[config.mk]
export PLATFORM = sky130hd
export DESIGN_NAME = fbc_host
export DESIGN_NICKNAME = d
export VERILOG_FILES = /design/src/fbc_pkg.sv /design/src/fbc_host.sv
export SDC_FILE = /design/constraint.sdc
export NUM_CORES = 1
export LEC_CHECK = 0
export ABC_AREA = 1
export BUFFER_PORTS_ARGS = -buffer_cell sky130_fd_sc_hd__buf_4
export CAP_MARGIN = 10
export CORE_MARGIN = 2
export CORE_UTILIZATION = 25
export CTS_BUF_LIST = sky130_fd_sc_hd__clkbuf_8
export DETAILED_ROUTE_END_ITERATION = 10
export HOLD_SLACK_MARGIN = 0.05
export REMOVE_ABC_BUFFERS = 1
export SYNTH_ARGS = -nofsm -noshare
export SYNTH_HDL_FRONTEND = slang
export SYNTH_SLANG_ARGS = --single-unit
[constraint.sdc]
create_clock -name clk_sys -period 1.8 [get_ports clk_sys]
set_input_delay 0.27 -clock clk_sys [delete_from_list [all_inputs] [get_ports clk_sys]]
set_output_delay 0.27 -clock clk_sys [all_outputs]
set_load 0.05 [all_outputs]
[src/fbc_pkg.sv]
package fbc_pkg;
  // bus geometry
  localparam int ADDR_W = 20;
  localparam int DATA_W = 8;
  // command addresses and codes
  localparam logic [19:0] UNLOCK_ADDR_1  = 20'h00555;
  localparam logic [19:0] UNLOCK_ADDR_2  = 20'h002AA;
  localparam logic [19:0] ID_MFR_ADDR    = 20'h00000;
  localparam logic [19:0] ID_DEV_ADDR    = 20'h00001;
  localparam logic [19:0] PROT_ADDR_MASK = 20'hFE000;
  localparam logic [19:0] PROT_ADDR_LOW  = 20'h00002;
  localparam logic [7:0]  UNLOCK_DATA_1  = 8'hAA;
  localparam logic [7:0]  UNLOCK_DATA_2  = 8'h55;
  localparam logic [7:0]  CMD_RESET      = 8'hF0;
  localparam logic [7:0]  CMD_ID         = 8'h90;
  localparam logic [7:0]  CMD_PROGRAM    = 8'hA0;
  localparam logic [7:0]  CMD_ERASE_SET  = 8'h80;
  localparam logic [7:0]  CMD_CHIP_ERASE = 8'h10;
  localparam logic [7:0]  CMD_SECT_ERASE = 8'h30;
  localparam logic [7:0]  CMD_SUSPEND    = 8'hB0;
  localparam logic [7:0]  CMD_RESUME     = 8'h30;
  // host operations
  localparam logic [3:0] OP_READ    = 4'h0;
  localparam logic [3:0] OP_RESET   = 4'h1;
  localparam logic [3:0] OP_ID      = 4'h2;
  localparam logic [3:0] OP_PROGRAM = 4'h3;
  localparam logic [3:0] OP_CHIP_ER = 4'h4;
  localparam logic [3:0] OP_SECT_ER = 4'h5;
  localparam logic [3:0] OP_SUSPEND = 4'h6;
  localparam logic [3:0] OP_RESUME  = 4'h7;
  localparam logic [3:0] OP_BYP_PRG = 4'h8;
  localparam logic [3:0] OP_HW_RST  = 4'h9;
  // timing
  localparam int CLK_NS          = 20;
  localparam int ACCESS_NS       = 90;
  localparam int WRITE_PULSE_NS  = 45;
  localparam int RESET_PULSE_NS  = 500;
  localparam int RESET_READ_NS   = 50;
  localparam int ACCESS_CYC      = (ACCESS_NS + CLK_NS - 1) / CLK_NS;
  localparam int WRITE_CYC       = (WRITE_PULSE_NS + CLK_NS - 1) / CLK_NS;
  localparam int RESET_PULSE_CYC = (RESET_PULSE_NS + CLK_NS - 1) / CLK_NS;
  localparam int RESET_READ_CYC  = (RESET_READ_NS + CLK_NS - 1) / CLK_NS;
  localparam int CNT_W           = 8;
  localparam int SEQ_W           = 3;
  localparam logic [SEQ_W-1:0] SEQ_ZERO = 3'h0;
  localparam logic [SEQ_W-1:0] SEQ_ONE  = 3'h1;
  localparam logic [CNT_W-1:0] CNT_ZERO = 8'h00;
  localparam logic [CNT_W-1:0] CNT_ONE  = 8'h01;
  typedef enum logic [5:0] {
    FBC_IDLE  = 6'b000001,
    FBC_SETUP = 6'b000010,
    FBC_PULSE = 6'b000100,
    FBC_GAP   = 6'b001000,
    FBC_RD    = 6'b010000,
    FBC_RST   = 6'b100000
  } fbc_state_t;
endpackage

[src/fbc_host.sv]
`timescale 1ns/1ns
// How it works
// - reads drive select and gate low, strobe high, then sample data.
// - writes drive strobe and select low with gate held high.
// - bypass program sends only the two final cycles.
// - user restarts cut operations; done output marks the reset.
// - after reset release the host waits before any read.
// - reset op writes F0H after a failed program or erase.
module fbc_host (
  input  wire logic        clk_sys,
  input  wire logic        rst_n,
  input  wire logic        req_valid,
  input  wire logic [3:0]  req_op,
  input  wire logic [19:0] req_addr,
  input  wire logic [7:0]  req_data,
  output logic             req_ready,
  output logic             rsp_valid,
  output logic [7:0]       rsp_data,
  output logic             dev_busy,
  output logic [19:0]      flash_addr,
  output logic [7:0]       flash_dq_out,
  output logic             flash_dq_oe,
  input  wire logic [7:0]  flash_dq_in,
  output logic             flash_cs_n,
  output logic             flash_oe_n,
  output logic             flash_we_n,
  output logic             flash_reset_n,
  input  wire logic        flash_done_flag
);
  fbc_pkg::fbc_state_t state_q, state_d;
  logic [fbc_pkg::SEQ_W-1:0] seq_q;
  logic [fbc_pkg::SEQ_W-1:0] len_q;
  logic [fbc_pkg::CNT_W-1:0] cnt_q;
  logic [3:0]                op_q;
  logic [19:0]               uaddr_q;
  logic [7:0]                udata_q;
  logic [19:0]               cyc_addr;
  logic [7:0]                cyc_data;
  logic [fbc_pkg::SEQ_W-1:0] req_len;
  logic                      is_read;
  logic                      cnt_done;
  logic                      last_cyc;
  assign cnt_done = (cnt_q == fbc_pkg::CNT_ZERO);
  assign last_cyc = (seq_q == len_q - fbc_pkg::SEQ_ONE);
  assign is_read  = (req_op == fbc_pkg::OP_READ);
  // sequence length per operation
  assign req_len = (req_op == fbc_pkg::OP_RESET || req_op == fbc_pkg::OP_SUSPEND ||
                    req_op == fbc_pkg::OP_RESUME) ? 3'd1 :
                   (req_op == fbc_pkg::OP_ID) ? 3'd3 :
                   (req_op == fbc_pkg::OP_BYP_PRG) ? 3'd2 :
                   (req_op == fbc_pkg::OP_PROGRAM) ? 3'd4 : 3'd6;
  always_comb
  begin
    cyc_addr = fbc_pkg::UNLOCK_ADDR_1;
    cyc_data = fbc_pkg::UNLOCK_DATA_1;
    unique case (op_q)
      fbc_pkg::OP_RESET:
      begin
        cyc_addr = uaddr_q;
        cyc_data = fbc_pkg::CMD_RESET;
      end
      fbc_pkg::OP_SUSPEND:
      begin
        cyc_addr = uaddr_q;
        cyc_data = fbc_pkg::CMD_SUSPEND;
      end
      fbc_pkg::OP_RESUME:
      begin
        cyc_addr = uaddr_q;
        cyc_data = fbc_pkg::CMD_RESUME;
      end
      fbc_pkg::OP_BYP_PRG:
      begin
        cyc_addr = (seq_q == fbc_pkg::SEQ_ZERO) ? fbc_pkg::UNLOCK_ADDR_1 : uaddr_q;
        cyc_data = (seq_q == fbc_pkg::SEQ_ZERO) ? fbc_pkg::CMD_PROGRAM : udata_q;
      end
      default:
      begin
        unique case (seq_q)
          3'd0:
          begin
            cyc_addr = fbc_pkg::UNLOCK_ADDR_1;
            cyc_data = fbc_pkg::UNLOCK_DATA_1;
          end
          3'd1, 3'd4:
          begin
            cyc_addr = fbc_pkg::UNLOCK_ADDR_2;
            cyc_data = fbc_pkg::UNLOCK_DATA_2;
          end
          3'd2:
          begin
            cyc_addr = fbc_pkg::UNLOCK_ADDR_1;
            cyc_data = (op_q == fbc_pkg::OP_ID) ? fbc_pkg::CMD_ID :
                       (op_q == fbc_pkg::OP_PROGRAM) ? fbc_pkg::CMD_PROGRAM :
                       fbc_pkg::CMD_ERASE_SET;
          end
          3'd3:
          begin
            cyc_addr = (op_q == fbc_pkg::OP_PROGRAM) ? uaddr_q : fbc_pkg::UNLOCK_ADDR_1;
            cyc_data = (op_q == fbc_pkg::OP_PROGRAM) ? udata_q : fbc_pkg::UNLOCK_DATA_1;
          end
          default:
          begin
            cyc_addr = (op_q == fbc_pkg::OP_SECT_ER) ? uaddr_q : fbc_pkg::UNLOCK_ADDR_1;
            cyc_data = (op_q == fbc_pkg::OP_SECT_ER) ? fbc_pkg::CMD_SECT_ERASE :
                       fbc_pkg::CMD_CHIP_ERASE;
          end
        endcase
      end
    endcase
  end
  // next state
  always_comb
  begin
    state_d = state_q;
    unique case (state_q)
      fbc_pkg::FBC_IDLE:
        if (req_valid)
          state_d = is_read ? fbc_pkg::FBC_RD :
                    (req_op == fbc_pkg::OP_HW_RST) ? fbc_pkg::FBC_RST : fbc_pkg::FBC_SETUP;
      fbc_pkg::FBC_SETUP:
        state_d = fbc_pkg::FBC_PULSE;
      fbc_pkg::FBC_PULSE:
        if (cnt_done)
          state_d = fbc_pkg::FBC_GAP;
      fbc_pkg::FBC_GAP:
        state_d = last_cyc ? fbc_pkg::FBC_IDLE : fbc_pkg::FBC_SETUP;
      fbc_pkg::FBC_RD:
        if (cnt_done)
          state_d = fbc_pkg::FBC_IDLE;
      fbc_pkg::FBC_RST:
        if (cnt_done && flash_reset_n)
          state_d = fbc_pkg::FBC_IDLE;
    endcase
  end
  always_ff @(posedge clk_sys or negedge rst_n)
  begin
    if (!rst_n)
      state_q <= fbc_pkg::FBC_IDLE;
    else
      state_q <= state_d;
  end
  // counters and captured request
  always_ff @(posedge clk_sys or negedge rst_n)
  begin
    if (!rst_n)
    begin
      seq_q   <= fbc_pkg::SEQ_ZERO;
      len_q   <= fbc_pkg::SEQ_ZERO;
      op_q    <= fbc_pkg::OP_READ;
      uaddr_q <= 20'h00000;
      udata_q <= 8'h00;
      cnt_q   <= fbc_pkg::CNT_ZERO;
    end
    else if (state_q == fbc_pkg::FBC_IDLE && req_valid)
    begin
      seq_q   <= fbc_pkg::SEQ_ZERO;
      len_q   <= req_len;
      op_q    <= req_op;
      uaddr_q <= req_addr;
      udata_q <= req_data;
      cnt_q   <= (req_op == fbc_pkg::OP_HW_RST) ? 8'(fbc_pkg::RESET_PULSE_CYC - 1) :
                 8'(fbc_pkg::ACCESS_CYC);
    end
    else if (state_q == fbc_pkg::FBC_SETUP)
      cnt_q <= 8'(fbc_pkg::WRITE_CYC);
    else if (state_q == fbc_pkg::FBC_GAP)
      seq_q <= seq_q + fbc_pkg::SEQ_ONE;
    else if (state_q == fbc_pkg::FBC_RST && cnt_done && !flash_reset_n)
      cnt_q <= 8'(fbc_pkg::RESET_READ_CYC);
    else if (!cnt_done)
      cnt_q <= cnt_q - fbc_pkg::CNT_ONE;
  end
  // pin drive
  always_ff @(posedge clk_sys or negedge rst_n)
  begin
    if (!rst_n)
    begin
      flash_addr    <= 20'h00000;
      flash_dq_out  <= 8'h00;
      flash_dq_oe   <= 1'b0;
      flash_cs_n    <= 1'b1;
      flash_oe_n    <= 1'b1;
      flash_we_n    <= 1'b1;
      flash_reset_n <= 1'b1;
    end
    else
    begin
      // stable address and data for the write
      flash_addr    <= (state_d == fbc_pkg::FBC_RD && state_q == fbc_pkg::FBC_IDLE) ?
                       req_addr : (state_d == fbc_pkg::FBC_RD) ? flash_addr : cyc_addr;
      flash_dq_out  <= cyc_data;
      flash_dq_oe   <= (state_d == fbc_pkg::FBC_SETUP || state_d == fbc_pkg::FBC_PULSE ||
                        state_d == fbc_pkg::FBC_GAP);
      flash_we_n    <= !(state_d == fbc_pkg::FBC_PULSE && state_q == fbc_pkg::FBC_PULSE);
      flash_cs_n    <= !(state_d == fbc_pkg::FBC_PULSE || state_d == fbc_pkg::FBC_RD);
      flash_oe_n    <= !(state_d == fbc_pkg::FBC_RD);
      flash_reset_n <= !(state_d == fbc_pkg::FBC_RST && !(state_q == fbc_pkg::FBC_RST &&
                         (cnt_done || flash_reset_n)));
    end
  end
  // user side
  always_ff @(posedge clk_sys or negedge rst_n)
  begin
    if (!rst_n)
    begin
      req_ready <= 1'b0;
      rsp_valid <= 1'b0;
      rsp_data  <= 8'h00;
      dev_busy  <= 1'b0;
    end
    else
    begin
      req_ready <= (state_d == fbc_pkg::FBC_IDLE) && !(state_q == fbc_pkg::FBC_IDLE && req_valid);
      rsp_valid <= (state_q == fbc_pkg::FBC_RD && cnt_done) ||
                   (state_q == fbc_pkg::FBC_GAP && last_cyc) ||
                   (state_q == fbc_pkg::FBC_RST && state_d == fbc_pkg::FBC_IDLE);
      if (state_q == fbc_pkg::FBC_RD && cnt_done)
        rsp_data <= flash_dq_in;
      dev_busy  <= !flash_done_flag;
    end
  end
endmodule

==> results of run 1 <==
-- cells in the final DEF, fill, tap and decap left out, types with 3 or more instances in the layout --
cell type   count
xor2_1          5
nand3_1        52
nand3_2        35
buf_12          5
o21ai_1         5
clkbuf_16       3
nor2_1         35
nand3_4         4
buf_4         172
nand2_1       137
mux2_2          8
nor3_1          7
nor2_4         13
nand2_4        10
a21oi_1         4
nor2_2          3
ha_1            5
clkbuf_8        9
dfstp_2         5
inv_2          11
clkinvlp_4      3
dfrtp_1        90
a31oi_1         7
o21ai_0        49
inv_1          56
buf_6          10
nand2_2        19
-- timing repair --
| item | CTS | global route |
|---|---|---|
| gates cloned | 3 | 5 |
| setup buffers | 3 | 10 |
| hold buffers | 2 | 0 |
| pin swaps | 7 | 26 |
| endpoints found under the hold margin | 20 | 0 |
| gates resized for setup | 54 | 59 |
| setup endpoints to repair | 23 | 39 |
-- routing by layer --
metal  share of wire [%]  vias to the layer above
li1                    -                     2361
met1                  46                     2252
met2                  49                       97
met3                 4.1                       12
met4                 1.3                        0
met5                   0                        -
-- kinds of logic (layout without fill, tap and decap cells) --
| family | count (synthesis) | in the layout | share of synthesized area (%) |
|---|---|---|---|
| fa+ha+maj | 7 | 7 | 1.75 |
| xor+xnor | 6 | 6 | 1.05 |
| simple gates | 329 | 329 | 31.7 |
| mux | 8 | 8 | 1.80 |
| buf+inv | 87 | 280 | 7.19 |
| flops | 96 | 96 | 48.2 |
| compound gates | 76 | 76 | 8.27 |
-- power by group through the flow --
stage,sequential (W),clock [W],combinational [W]
finish,0.00349,0.00135,0.00681
global route,0.00360,0.00148,0.00750
CTS,0.00347,0.00140,0.00644
detailed placement,0.00350,0,0.00599
global placement,0.00350,0,0.00591
floorplan,0.00446,0,0.00278
-- metrics by stage --
| stage | utilization (%) | std cells | total power [W] | setup TNS [ns] |
|---|---|---|---|---|
| after floorplan | - | 590 | 0.00723 | -28.89 |
| after global placement | 33.7 | 1028 | 0.00941 | -2.69 |
| after detailed placement | 33.7 | 1028 | 0.00949 | -3.63 |
| after global routing | 38.2 | 1067 | 0.0126 | -7.92 |
| final | 38.2 | 1067 | 0.0116 | -4.30 |
| after CTS | 36.2 | 1052 | 0.0113 | -3.29 |
-- registers in the layout, summed over array words and instances (netlist names), 3 cells and up --
signal        cells
flash_addr       20
uaddr_q          20
cnt_q             8
flash_dq_out      8
rsp_data          8
udata_q           8
state_q           6
op_q              4
len_q             3
seq_q             3
-- synthesized netlist by cell type (all sizes together), types with 2 or more instances --
cell and instances:
nand3 91, ha 7, nor2 53, o21a 2
nand4 4, o21ai 55, nand3b 2, dfstp 5
buf 7, o22ai 2, clkbuf 12, a31oi 8
o31ai 2, inv 67, mux2 8, dfrtp 91
nand2 166, nor3 10, a21oi 4, o2111ai 2
xor2 5, nor4 2
-- final timing paths --
path	slack, ns	end	cells after the start	start
worst max-delay path	-0.23	flash_addr[6]	13	cnt_q[1]
worst min-delay path	0.09	uaddr_q[15]	3	req_addr[15]
worst max register to register	-0.23	flash_addr[6]	13	cnt_q[1]
worst min register to register	0.48	uaddr_q[9]	2	uaddr_q[9]
max in group asynchronous	0.89	state_q[0]	3	rst_n
min in group asynchronous	0.31	flash_addr[19]	2	rst_n
-- worst max-delay path, stage by stage (launching register included) --
cell and delay, ns:
dfrtp_1 0.39, inv_2 0.06, ha_4 0.16, nand3_4 0.10, nor2_8 0.05, buf_4 0.15, nand2_4 0.07, nand4_4 0.14
nor2_4 0.16, nand2_4 0.08, nor2_8 0.26, clkbuf_16 0.23, nand3_2 0.07, nand3_2 0.06
-- layout make-up --
class,count,area (sq um),area share [%]
clock buffer,9,124,1.66
multi-input combinational,426,2620,35.0
timing repair inverter,1,7.51,0.101
timing repair buffer,195,1670,22.4
clock inverter,7,48.8,0.653
inverter,68,262,3.50
sequential,96,2410,32.3
tap,265,332,4.44
==> impl_metrics.py, run 1 <==
metrics = {
    "outcome": {
        "status": "complete, but fails checks",
        "violations": "negative setup slack",
    },
    "final_layout": {
        "drive_gt1_share_pct": 41.5,
        "antennaDiodeCount": 0,
        "fill_cells": 2051,
        "fin_nets": 848,
        "final_area_sq_um": 7470,
        "area.growth.synth_to_final_pct": 49.5,
    },
    "power": {
        "p_per_area_nw_per_um2": 1560,
        "comb_power_share_pct": 58.4,
        "switching_power_w": 0.00529,
        "vdd_drop_max_mv": 0.590,
        "p_sw_share_pct": 45.5,
        "clkPwrFrac_pct": 11.6,
        "seq_power_share_pct": 30.0,
        "internal_power_w": 0.00635,
        "power_leakage_nw": 3.72,
    },
    "placement": {
        "portBuffers": 87,
        "place_congestion": 0.817,
        "post-dp-hpwl_um": 9680,
        "place_area_sq_um": 6580,
        "preCtsSetupSlack_ns": -0.192,
    },
    "logic_synthesis": {
        "syn_area_sq_um": 4990,
        "synth_top_area_share_pct": 45.6,
        "synth_edf_count": 0,
        "synthArstFlopShare_pct": 100,
        "synth_ff_type": "dfrtp_1",
        "yosys.area.top_type": "dfrtp_1",
        "syn_avg_cell_area_sq_um": 8.20,
        "synth_area_leaders": "dfrtp_1 (46%), nand2_1 (12%), nand3_1 (8.6%)",
        "syn_inst": 609,
        "synth_seq_cells": 96,
        "ys_types": 39,
        "yosysSeqAreaShare_pct": 48.2,
        "yosysWarnings": 0,
    },
    "clocking": {
        "cts_buffer_depth": 2,
        "cts.sinks": 96,
        "root_buffer": "clkbuf_8",
        "htreeDepth": 3,
        "clkLatencyLatePin_ns": 0.39,
        "clkTransAtPathRegs_ns": 0.11,
        "numCtsBuffers": 9,
        "cts_tree": "done",
    },
    "detailed_routing": {
        "drt-pass1-iter-count": 4,
        "drt_iter0_drc": 252,
        "vias": 4722,
        "via_per_inst": 4.43,
        "postRouteWirelength_um": 14500,
        "drc": 0,
        "ant_nets": 0,
        "avgRoutedWirePerCell_um": 13.5,
    },
    "grt": {
        "grt_overflow": 0,
        "first_global_vias": 4699,
        "use_met3_pct": 2.98,
        "use_met1_pct": 17.7,
        "grt_pass1_wl_um": 23500,
        "grt_util_met2_pct": 22.3,
        "grt_max_degree": 43,
        "grt_use_total_pct": 13.5,
        "busiest_layer": "met2",
        "antenna_found_initial": 0,
    },
    "sta": {
        "rsz0062_at_grt": "true",
        "tightest_slew_ns": 0.344,
        "fin_skew_ns": 0.0204,
        "setup_ws_ns": -0.233,
        "finalCriticalPeriod_ns": 2.03,
        "hold_viol": 0,
        "max_slew_margin_pct": 77.1,
        "finalSetupViolations": 21,
        "fmax_mhz": 492,
        "holdWs_ns": 0.0895,
        "period_share_pct": 113,
        "drv_slew": 0,
    },
    "critical_path": {
        "critical_path_arrival_ns": 2.36,
        "cp.required_ns": 2.13,
        "cp-end-kind": "flip-flop",
        "worstPathMaxFanout": 8,
        "worstSetupStartpointType": "flip-flop",
        "critPathKind": "flip-flop to flip-flop",
    },
    "floorplanning": {
        "die-width_um": 145,
        "pin_count": 88,
        "coreArea_sq_um": 19500,
        "initial_core_util_pct": 25.6,
        "rows": 51,
        "die_area_sq_um": 21100,
        "die_h_um": 145,
    },
    "run": {
        "maxCapViolCount": 0,
    },
    "worst_hold_path": {
        "hp-class": "input port to flip-flop",
    },
}
Power figures use the tool's default switching activity.
==> run 2, diff against run 1 <==
--- a/config.mk
+++ b/config.mk
@@ -9,7 +9,7 @@
 export BUFFER_PORTS_ARGS = -buffer_cell sky130_fd_sc_hd__buf_4
 export CAP_MARGIN = 10
 export CORE_MARGIN = 2
-export CORE_UTILIZATION = 25
+export CORE_UTILIZATION = 24
 export CTS_BUF_LIST = sky130_fd_sc_hd__clkbuf_8
 export DETAILED_ROUTE_END_ITERATION = 10
 export HOLD_SLACK_MARGIN = 0.05
==> impl_metrics.py, run 2 (same netlist as run 1, synthesis figures left out) <==
metrics = {
    "sta": {
        "tightest_slew_ns": 0.365,
        "drv_slew": 0,
        "holdWs_ns": 0.0879,
        "setup_ws_ns": -0.219,
        "fmax_mhz": 495,
        "period_share_pct": 112,
        "hold_viol": 0,
        "rsz0062_at_grt": "true",
        "finalSetupViolations": 23,
        "max_slew_margin_pct": 75.6,
        "fin_skew_ns": 0.0128,
        "finalCriticalPeriod_ns": 2.02,
    },
    "critical_path": {
        "critPathKind": "flip-flop to flip-flop",
        "critPathSlowestCell": "dfstp_2",
        "critical_path_arrival_ns": 2.30,
        "worstPathMaxFanout": 5,
        "cp.required_ns": 2.08,
        "cp.buffers_inverters": 2,
        "cpLargestDelayFamily": "simple AND/OR/NAND/NOR gates",
        "worstSetupStartpointType": "flip-flop",
        "crit_path_max_incr_delay_ns": 0.60,
        "crit_chain": "nor2_2, nand3_2, nand2_2, nor2_4, nand3_2, nand2_2, nor2_4, nand2_4, nor2_8, buf_4, clkbuf_16, nand3_1, nand3_2",
        "cpMostUsedCell": "nand3_2",
        "cp-end-kind": "flip-flop",
    },
    "grt": {
        "grt_pass1_wl_um": 23700,
        "grt_use_total_pct": 13.4,
        "first_global_vias": 4679,
        "grt_max_degree": 63,
        "antenna_found_initial": 1,
        "grt_overflow": 0,
    },
    "outcome": {
        "status": "complete, but fails checks",
        "violations": "negative setup slack",
    },
    "detailed_routing": {
        "drc": 0,
        "drt-pass1-iter-count": 4,
        "drt_iter0_drc": 217,
        "avgRoutedWirePerCell_um": 14.2,
        "via_per_inst": 4.47,
        "ant_nets": 0,
        "vias": 4824,
        "postRouteWirelength_um": 15300,
    },
    "placement": {
        "portBuffers": 87,
        "post-dp-hpwl_um": 9840,
        "preCtsSetupSlack_ns": -0.272,
        "place_area_sq_um": 6530,
        "place_congestion": 0.863,
    },
    "final_layout": {
        "area.growth.synth_to_final_pct": 54.1,
        "fill_cells": 2054,
        "utilization_pct": 37.9,
        "final_common_cell": "buf_4",
        "final_area_sq_um": 7700,
        "drive_gt1_share_pct": 44.3,
        "fin_nets": 854,
        "layout_common_cells": "buf_4 (172), nand2_1 (142), dfrtp_1 (90), inv_1 (51), o21ai_0 (51)",
        "antennaDiodeCount": 0,
        "largestRegisters": "flash_addr x20, uaddr_q x20",
    },
    "power": {
        "comb_power_share_pct": 58.6,
        "vdd_drop_max_mv": 0.626,
        "switching_power_w": 0.00553,
        "seq_power_share_pct": 28.4,
        "p_per_area_nw_per_um2": 1610,
        "internal_power_w": 0.00685,
        "clkPwrFrac_pct": 13.0,
        "p_sw_share_pct": 44.7,
        "power_leakage_nw": 3.76,
    },
    "clocking": {
        "numCtsBuffers": 9,
        "root_buffer": "clkbuf_8",
        "cts.sinks": 96,
        "htreeDepth": 3,
        "clkLatencyLatePin_ns": 0.39,
        "clkTransAtPathRegs_ns": 0.10,
        "cts_buffer_depth": 2,
        "cts_tree": "done",
    },
    "floorplanning": {
        "pin_count": 88,
        "die_area_sq_um": 22000,
        "initial_core_util_pct": 24.6,
        "coreArea_sq_um": 20300,
        "die-width_um": 148,
        "rows": 52,
        "die_h_um": 148,
    },
    "worst_hold_path": {
        "hp-class": "input port to flip-flop",
    },
    "run": {
        "maxCapViolCount": 0,
    },
}
## run 2: area by class of cell
| class | count | area, sq um | area share [%] |
|---|---|---|---|
| clock buffers | 9 | 124 | 1.61 |
| repair inverters | 1 | 7.51 | 0.0975 |
| inverters | 68 | 264 | 3.43 |
| well taps | 270 | 338 | 4.39 |
| multi-input cells | 426 | 2720 | 35.4 |
| clock inverters | 7 | 96.3 | 1.25 |
| repair buffers | 201 | 1740 | 22.5 |
| flip-flops and latches | 96 | 2410 | 31.3 |
## run 2: tightest hold or removal path: stages
cell     delay [ns]
buf_4          0.08
nand2_1        0.04
nand2_1        0.05
## run 2: what timing repair did
action,4_1_cts,5_1_grt
endpoints found under the hold margin,92,0
cloned,3,4
resized for setup,43,101
buffers inserted,16,20
hold buffers,2,0
pin swaps,23,44
setup endpoints to repair,26,40
## run 2: worst paths after layout
path	slack, ns	end	cells past startpoint	startpoint
min reg2reg	0.48	uaddr_q[7]	2	uaddr_q[7]
max in group asynchronous	1.01	flash_oe_n	3	rst_n
max reg2reg	-0.22	flash_addr[2]	13	state_q[0]
max	-0.22	flash_addr[2]	13	state_q[0]
min in group asynchronous	0.26	flash_dq_out[1]	2	rst_n
min	0.09	uaddr_q[0]	3	req_addr[0]
## run 2: power by group through the flow
stage          registers (W)  logic (W)  clock network, W
5_1_grt              0.00362    0.00793           0.00176
3_3_place_gp         0.00351    0.00580                 0
3_5_place_dp         0.00351    0.00588                 0
4_1_cts              0.00348    0.00642           0.00167
6_report             0.00352    0.00725           0.00161
2_1_floorplan        0.00446    0.00278                 0
## run 2: layer usage
| layer | share of wire, % | global-route usage, % | wire length (um) |
|---|---|---|---|
| met5 | 0.059 | 0 | 9 |
| met4 | 1.4 | 3.86 | 210 |
| met3 | 4.8 | 3.28 | 728 |
| met2 | 49 | 22.1 | 7430 |
| met1 | 45 | 17.5 | 6900 |
## run 2: per-stage QoR
stage                     instances  TNS [ns]  total power, W
after global routing           1078     -7.38          0.0133
after CTS                      1061     -3.84          0.0116
after global placement         1025     -4.62         0.00931
final                          1078     -4.33          0.0124
after floorplan                 590    -28.89         0.00723
after detailed placement       1025     -4.73         0.00939
